$ cat src/verilog/starter_status_pkg.sv
// ============================================================
// register numbers, field positions and reset values
// ============================================================
package starter_status_pkg;

  // register numbers as seen by the network master
  localparam logic [15:0] REG_MOTOR_CONTROL_STATE   = 16'h012c;
  localparam logic [15:0] REG_LATEST_EVENT_CODE     = 16'h012d;
  localparam logic [15:0] REG_SECOND_EVENT_CODE     = 16'h012e;
  localparam logic [15:0] REG_THIRD_EVENT_CODE      = 16'h012f;
  localparam logic [15:0] REG_FAULT_BITMAP          = 16'h0130;
  localparam logic [15:0] REG_WARNING_BITMAP        = 16'h0131;
  localparam logic [15:0] REG_AVERAGE_CURRENT_PCT   = 16'h0132;
  localparam logic [15:0] REG_THERMAL_USAGE_PCT     = 16'h0133;
  localparam logic [15:0] REG_FIRST                 = 16'h012c;
  localparam logic [15:0] REG_LAST                  = 16'h0133;
  localparam int          REG_COUNT                 = 8;

  // motor control state word bit positions
  localparam int STATE_RUN_A_BIT       = 0;
  localparam int STATE_RUN_B_BIT       = 1;
  localparam int STATE_PERMIT_BIT      = 2;
  localparam int STATE_SECOND_RAMP_ACTIVE_BIT       = 3;
  localparam int STATE_LOCAL_BIT       = 4;
  localparam int STATE_FAULT_BIT       = 5;
  localparam int STATE_WARNING_BIT     = 6;
  localparam int STATE_BYPASS_BIT      = 7;

  // fault and warning bitmap positions
  localparam int CONDITION_COUNT       = 10;
  localparam int FAULT_HALT_BIT        = 11;
  localparam int FAULT_OTHER_BIT       = 15;
  localparam int WARN_IMPENDING_BIT    = 10;
  localparam int WARN_OTHER_BIT        = 15;

  // values after reset, and the percent clamp limit
  localparam logic [15:0] EVENT_CODE_RESET  = 16'h0000;
  localparam logic [7:0]  STATE_RESET       = 8'h00;
  localparam logic [15:0] BITMAP_RESET      = 16'h0000;
  localparam logic [7:0]  PERCENT_RESET     = 8'h00;
  localparam logic [7:0]  PERCENT_MAX       = 8'hff;
  localparam logic [15:0] READ_DATA_RESET   = 16'h0000;

  typedef struct packed {
    logic bypass_engaged;
    logic local_command_source;
    logic second_ramp_active;
    logic start_permitted;
    logic run_state_b;
    logic run_state_a;
  } control_flags_t;

  typedef struct packed {
    logic       other;
    logic       emergency_halt;
    logic [9:0] conditions;
  } fault_flags_t;

  typedef struct packed {
    logic       other;
    logic       impending_trip;
    logic [9:0] conditions;
  } warning_flags_t;

  typedef struct packed {
    logic        en;
    logic [15:0] addr;
  } read_req_t;

endpackage

$ cat src/verilog/starter_status_regs.sv
`timescale 1ns/1ps
module starter_status_regs #(
  parameter int PCT_IN_W = 16,
  parameter int HIST_DEPTH = 3
) (
  // clock, reset and enable
  input  wire logic                               clk_sys,
  input  wire logic                               rst_n,
  input  wire logic                               clk_en,
  // starter state from the control logic
  input  wire starter_status_pkg::control_flags_t control_flags,
  input  wire starter_status_pkg::fault_flags_t   fault_flags,
  input  wire starter_status_pkg::warning_flags_t warning_flags,
  // event code stream
  input  wire logic                               event_push,
  input  wire logic [15:0]                        event_code,
  // measurements, already scaled to percent, may exceed 255
  input  wire logic [PCT_IN_W-1:0]                current_pct_raw,
  input  wire logic [PCT_IN_W-1:0]                thermal_pct_raw,
  // register read port
  input  wire starter_status_pkg::read_req_t      read_req,
  output logic                                    rd_valid,
  output logic                                    rd_err,
  output logic      [15:0]                        rd_data
);

  // ============================================================
  // helpers
  // ============================================================
  // clamp a wide percent to the 8-bit register range
  function automatic logic [7:0] sat_percent(input logic [PCT_IN_W-1:0] v);
    logic [PCT_IN_W-1:0] lim;
    lim = PCT_IN_W'(starter_status_pkg::PERCENT_MAX);
    if (v > lim)
      sat_percent = starter_status_pkg::PERCENT_MAX;
    else
      sat_percent = v[7:0];
  endfunction

  // ============================================================
  // captured state
  // ============================================================
  logic [7:0]  state_r;
  logic [7:0]  state_nxt;
  logic [15:0] fault_r;
  logic [15:0] fault_nxt;
  logic [15:0] warning_r;
  logic [15:0] warning_nxt;
  logic [7:0]  current_pct_r;
  logic [7:0]  current_pct_nxt;
  logic [7:0]  thermal_pct_r;
  logic [7:0]  thermal_pct_nxt;

  logic [HIST_DEPTH-1:0][15:0] hist_codes;

  // read port state
  logic        rd_valid_r;
  logic        rd_err_r;
  logic [15:0] rd_data_r;
  logic [15:0] rd_data_nxt;

  // ============================================================
  // bitmap assembly
  // ============================================================
  wire any_fault   = |fault_nxt;
  wire any_warning = |warning_nxt;

  always_comb
  begin
    fault_nxt = starter_status_pkg::BITMAP_RESET;
    fault_nxt[starter_status_pkg::CONDITION_COUNT-1:0] = fault_flags.conditions;
    fault_nxt[starter_status_pkg::FAULT_HALT_BIT]  = fault_flags.emergency_halt;
    fault_nxt[starter_status_pkg::FAULT_OTHER_BIT] = fault_flags.other;
  end

  always_comb
  begin
    warning_nxt = starter_status_pkg::BITMAP_RESET;
    warning_nxt[starter_status_pkg::CONDITION_COUNT-1:0] = warning_flags.conditions;
    warning_nxt[starter_status_pkg::WARN_IMPENDING_BIT] = warning_flags.impending_trip;
    warning_nxt[starter_status_pkg::WARN_OTHER_BIT]     = warning_flags.other;
  end

  // ============================================================
  // state word
  // ============================================================
  // fault and warning bits follow the bitmaps so the two views never disagree
  always_comb
  begin
    state_nxt = starter_status_pkg::STATE_RESET;
    state_nxt[starter_status_pkg::STATE_RUN_A_BIT]   = control_flags.run_state_a;
    state_nxt[starter_status_pkg::STATE_RUN_B_BIT]   = control_flags.run_state_b;
    state_nxt[starter_status_pkg::STATE_PERMIT_BIT]  = control_flags.start_permitted;
    state_nxt[starter_status_pkg::STATE_SECOND_RAMP_ACTIVE_BIT]   = control_flags.second_ramp_active;
    state_nxt[starter_status_pkg::STATE_LOCAL_BIT]   = control_flags.local_command_source;
    state_nxt[starter_status_pkg::STATE_FAULT_BIT]   = any_fault;
    state_nxt[starter_status_pkg::STATE_WARNING_BIT] = any_warning;
    state_nxt[starter_status_pkg::STATE_BYPASS_BIT]  = control_flags.bypass_engaged;
  end

  // ============================================================
  // percent measurements
  // ============================================================
  // scaling to rated motor amps happens upstream; only the clamp lives here
  assign current_pct_nxt = sat_percent(current_pct_raw);
  assign thermal_pct_nxt = sat_percent(thermal_pct_raw);

  // ============================================================
  // status capture
  // ============================================================
  always_ff @(posedge clk_sys or negedge rst_n)
  begin
    if (!rst_n)
    begin
      state_r       <= starter_status_pkg::STATE_RESET;
      fault_r       <= starter_status_pkg::BITMAP_RESET;
      warning_r     <= starter_status_pkg::BITMAP_RESET;
      current_pct_r <= starter_status_pkg::PERCENT_RESET;
      thermal_pct_r <= starter_status_pkg::PERCENT_RESET;
    end
    else if (clk_en)
    begin
      state_r       <= state_nxt;
      fault_r       <= fault_nxt;
      warning_r     <= warning_nxt;
      current_pct_r <= current_pct_nxt;
      thermal_pct_r <= thermal_pct_nxt;
    end
  end

  // ============================================================
  // event code history
  // ============================================================
  // a code pushed while clk_en is low is dropped, so the producer must hold it
  event_history #(
    .CODE_W (16),
    .DEPTH  (HIST_DEPTH)
  ) u_history (
    .clk_sys (clk_sys),
    .rst_n   (rst_n),
    .clk_en  (clk_en),
    .push    (event_push),
    .code    (event_code),
    .entries (hist_codes)
  );

  // ============================================================
  // register map
  // ============================================================
  logic [15:0] reg_words [starter_status_pkg::REG_COUNT];

  assign reg_words[0] = {8'h00, state_r};
  assign reg_words[1] = hist_codes[0];
  assign reg_words[2] = hist_codes[1];
  assign reg_words[3] = hist_codes[2];
  assign reg_words[4] = fault_r;
  assign reg_words[5] = warning_r;
  assign reg_words[6] = {8'h00, current_pct_r};
  assign reg_words[7] = {8'h00, thermal_pct_r};

  wire        addr_hit = (read_req.addr >= starter_status_pkg::REG_FIRST) &&
                         (read_req.addr <= starter_status_pkg::REG_LAST);
  wire [15:0] addr_off = read_req.addr - starter_status_pkg::REG_FIRST;
  wire [2:0]  word_idx = addr_off[2:0];

  // unmapped numbers answer zero with the error flag
  assign rd_data_nxt = addr_hit ? reg_words[word_idx] : starter_status_pkg::READ_DATA_RESET;

  // ============================================================
  // read answer
  // ============================================================
  always_ff @(posedge clk_sys or negedge rst_n)
  begin
    if (!rst_n)
    begin
      rd_valid_r <= 1'b0;
      rd_err_r   <= 1'b0;
      rd_data_r  <= starter_status_pkg::READ_DATA_RESET;
    end
    else if (clk_en)
    begin
      rd_valid_r <= read_req.en;
      rd_err_r   <= read_req.en && !addr_hit;
      if (read_req.en)
        rd_data_r <= rd_data_nxt;
    end
  end

  assign rd_valid = rd_valid_r;
  assign rd_err   = rd_err_r;
  assign rd_data  = rd_data_r;

endmodule

$ cat src/verilog/event_history.sv
`timescale 1ns/1ps
// ============================================================
// newest-first history of fault and warning codes
// ============================================================
module event_history #(
  parameter int CODE_W = 16,
  parameter int DEPTH  = 3
) (
  // clock, reset and enable
  input  wire logic                         clk_sys,
  input  wire logic                         rst_n,
  input  wire logic                         clk_en,
  // new code
  input  wire logic                         push,
  input  wire logic [CODE_W-1:0]            code,
  // stored codes, entry 0 newest
  output logic      [DEPTH-1:0][CODE_W-1:0] entries
);

  logic [DEPTH-1:0][CODE_W-1:0] hist_r;

  assign entries = hist_r;

  // ============================================================
  // shift chain
  // ============================================================
  always_ff @(posedge clk_sys or negedge rst_n)
  begin
    if (!rst_n)
      hist_r[0] <= CODE_W'(starter_status_pkg::EVENT_CODE_RESET);
    else if (clk_en && push)
      hist_r[0] <= code;
  end

  genvar g;
  generate
    for (g = 1; g < DEPTH; g++)
    begin : g_shift
      always_ff @(posedge clk_sys or negedge rst_n)
      begin
        if (!rst_n)
          hist_r[g] <= CODE_W'(starter_status_pkg::EVENT_CODE_RESET);
        else if (clk_en && push)
          hist_r[g] <= hist_r[g-1];
      end
    end
  endgenerate

endmodule

$ cat config.mk
export PLATFORM = sky130hd
export DESIGN_NAME = starter_status_regs
export DESIGN_NICKNAME = d
export VERILOG_FILES = /design/src/verilog/starter_status_pkg.sv /design/src/verilog/starter_status_regs.sv /design/src/verilog/event_history.sv
export SDC_FILE = /design/constraint.sdc
export NUM_CORES = 1
export LEC_CHECK = 0
export BUFFER_PORTS_ARGS = -buffer_cell sky130_fd_sc_hd__buf_2
export CAP_MARGIN = 20
export CORE_ASPECT_RATIO = 1.25
export CORE_UTILIZATION = 40
export DETAILED_ROUTE_END_ITERATION = 6
export PLACE_DENSITY = 0.61
export SYNTH_ARGS = -nofsm -noshare
export SYNTH_HDL_FRONTEND = slang
export SYNTH_HIERARCHICAL = 1
export SYNTH_SLANG_ARGS = --single-unit
$ cat constraint.sdc
create_clock -name clk_sys -period 2.2 [get_ports clk_sys]
set_input_delay 0.66 -clock clk_sys [delete_from_list [all_inputs] [get_ports clk_sys]]
set_output_delay 0.66 -clock clk_sys [all_outputs]
set_load 0.01 [all_outputs]
==> metrics.txt <==
status=finished clean; syn_nets=452; CTS root buf=clkbuf_16; gr busiest metal=met2; Rows=46; internal cell power=4610 µW; RSZ-0062 raised after global routing=no; Ant. Diodes=0; Max Transition Viols Final=0; Worst slew margin=67.9%; endpoint class of the critical path=primary output; area leader, netlist=dfrtp_1; Placement Setup Slack=0.259 ns; WL final=11.9 mm; met1 global-route usage=21.7%; clk slew on worst S/H paths=0.05 ns; Syn Area/Cell=14.7 µm²; ranking of synthesized cells by area=dfrtp_1 (55%), mux2_2 (13%), mux4_2 (7.0%); WP data required=1.54 ns; Buf+Inv Stages, Crit Path=1; Area growth, synth to finish=26.7%; pin slew with the least headroom to its limit=0.477 ns; postcts setup bufs=0; layout cells sized above 1=52.6%; global route overflow=0; Largest stage delay, worst path=0.40 ns; Peak Freq=618 MHz; TritonCTS clock tree=built; Yosys warnings=6; min-delay worst type=in -> async; HPWL after DPL=8.63 mm; Initial DRT Pass Iterations=4; CP Launch Type=flop; Final Critical Period=1.62 ns; sequential power share=42.7%; Mapped Cells=353; crit-path leading delay family=flip-flops; cts repair resizes=0; worst setup margin=0.582 ns; worst path arrival time=0.96 ns; Clock power frac=43.8%; worst hold slack=0.190 ns; Primary FF master, synth=dfrtp_1; period utilization=73.5%; clk_skew=0.00582 ns; sw frac=22.8%; Final setup viols=0; Routed Antenna Nets=0; Final Wtd Congestion=0.749; I/O pin count=117; Setup Crit Path Kind=reg -> out; die width=104 µm; FF+latch count, synth=114; post-synth top area share=55.1%; leakage=0.00295 µW; DRC errors left=0; Clock Path Buffers=2; first-pass GRT wire length=19.4 mm; EDFF count, synth=0; vias in the first global route=3,796; Routed WL per cell=18.0 µm; area of the die=13,400 µm²; Placeable Area=12,700 µm²; vias per cell=5.20; worst-path cell chain=buf_2; largest net degree at the start of global routing=56; Initial DRC Count=130; async set-reset flop share out of synthesis=100%; Final #Nets=580; Total GRT Usage=19.3%; register area share after synthesis=55.1%; Power Density=912 nW/µm²; P_sw=1360 µW; max cap viols=0; met3 Track Usage GR=5.33%; Vias=3,440; grt met2 use=34.6%; clock sink count=114; CP Max Fanout=2; Hold Fails Final Rpt=0; initial core utilization=40.9%; H-tree Lvls=4; combinational share of power=13.5%; Netlist cell types=40; Buffers on Ports=116; Die Height=129 µm; CP max-delay cell=dfrtp_1; setup tns final=0 ns; initial antenna violation count=0; Synth Cell Area=5170 µm²; worst-skew pair later-pin latency=0.41 ns; total CTS buffers=17; # hold bufs at CTS=0; VDD IR-drop max=0.376 mV
==> sequential cells by signal, summed over array words and instances, names as in the netlist <==
| signal | flops |
|---|---|
| rd_valid | 1 |
| rd_data | 16 |
| fault_r | 12 |
| u_history/entries | 48 |
| warning_r | 12 |
| current_pct_r | 8 |
| thermal_pct_r | 8 |
| state_r | 8 |
| rd_err | 1 |
==> metrics by stage <==
step	cell area (µm²)	power [µW]	instances	utilization (%)
2_1_floorplan	5170	3100	353	-
3_3_place_gp	5980	3370	630	47.2
3_5_place_dp	5980	3400	630	47.2
4_1_cts	6550	6030	662	51.8
5_1_grt	6550	6230	662	51.8
6_report	6550	5970	662	51.8
==> final timing paths <==
check / startpoint / endpoint / slack (ns) / cells past startpoint
max: rd_data[7] / rd_data[7] / 0.58 / 1
min: rst_n / u_history/entries[8] / 0.19 / 1
min reg2reg: rd_data[10] / rd_data[10] / 0.47 / 2
max in group asynchronous: rst_n / fault_r[7] / 1.42 / 2
min in group clk_sys: thermal_pct_raw[1] / thermal_pct_r[1] / 0.47 / 2
max reg2reg: fault_r[11] / rd_data[11] / 0.91 / 5
==> cell type report <==
class                   instances  area, µm²
well taps                     168        210
repair buffers                130        751
clock inverters                 4       45.0
fillers                      1137       6110
clock buffers                  28        527
multi-input cells             216       2160
inverters                       2       7.51
flip-flops and latches        114       2850
==> synth_stat cells (3+ instances only) <==
cell type / number
dfrtp_1: 114
mux2_2: 60
nand2_1: 21
mux2_4: 20
mux2i_1: 17
mux4_2: 16
o22a_1: 16
o21ai_1: 12
buf_6: 9
nor4_1: 8
buf_2: 7
o21ai_0: 6
nand3_1: 4
nor2_1: 4
a31oi_1: 3
clkbuf_1: 3
o22ai_1: 3
==> kinds of logic (layout without fill, tap and decap cells) <==
logic type	Yosys count	after routing	share of synthesized area, %
AOI/OAI and AO/OA	49	49	6.68
buffers and inverters	23	164	3.14
DFF	114	114	55.1
muxes	113	113	29.1
and+or+nand+nor	54	54	5.93
==> power by group through the flow <==
stage               Sequential [µW]  Clock [µW]  Combinational (µW)
detailed placement             2580           0                 814
global route                   2590        2760                 878
global placement               2570           0                 796
finish                         2550        2620                 807
CTS                            2550        2650                 819
floorplan                      2520           0                 578
==> layer usage <==
metal  vias up  wire length (µm)
met2        98              6310
met3        19               416
met5         -                 0
li1       1585                 -
met1      1738              4900
met4         0               302
==> cells in the final DEF, fill, tap and decap left out, drive strengths merged <==
cell type	count
bufinv	1
and2b	1
or2	1
nand4b	2
nor3	2
mux2	80
buf	130
o31ai	1
o22a	16
a31oi	3
nor3b	2
mux2i	17
o2111ai	1
nor4b	2
or3	1
o221ai	1
inv	2
nor2	4
nand2b	1
nor4	9
o22ai	3
a41oi	2
o2bb2ai	1
and3b	1
a31o	1
mux4	16
clkbuf	28
nand2	21
clkinv	3
o21ai	18
nand3	4
and2	1
nor2b	2
a22o	2
dfrtp	114
No activity file was read; power rests on OpenSTA's default activity.
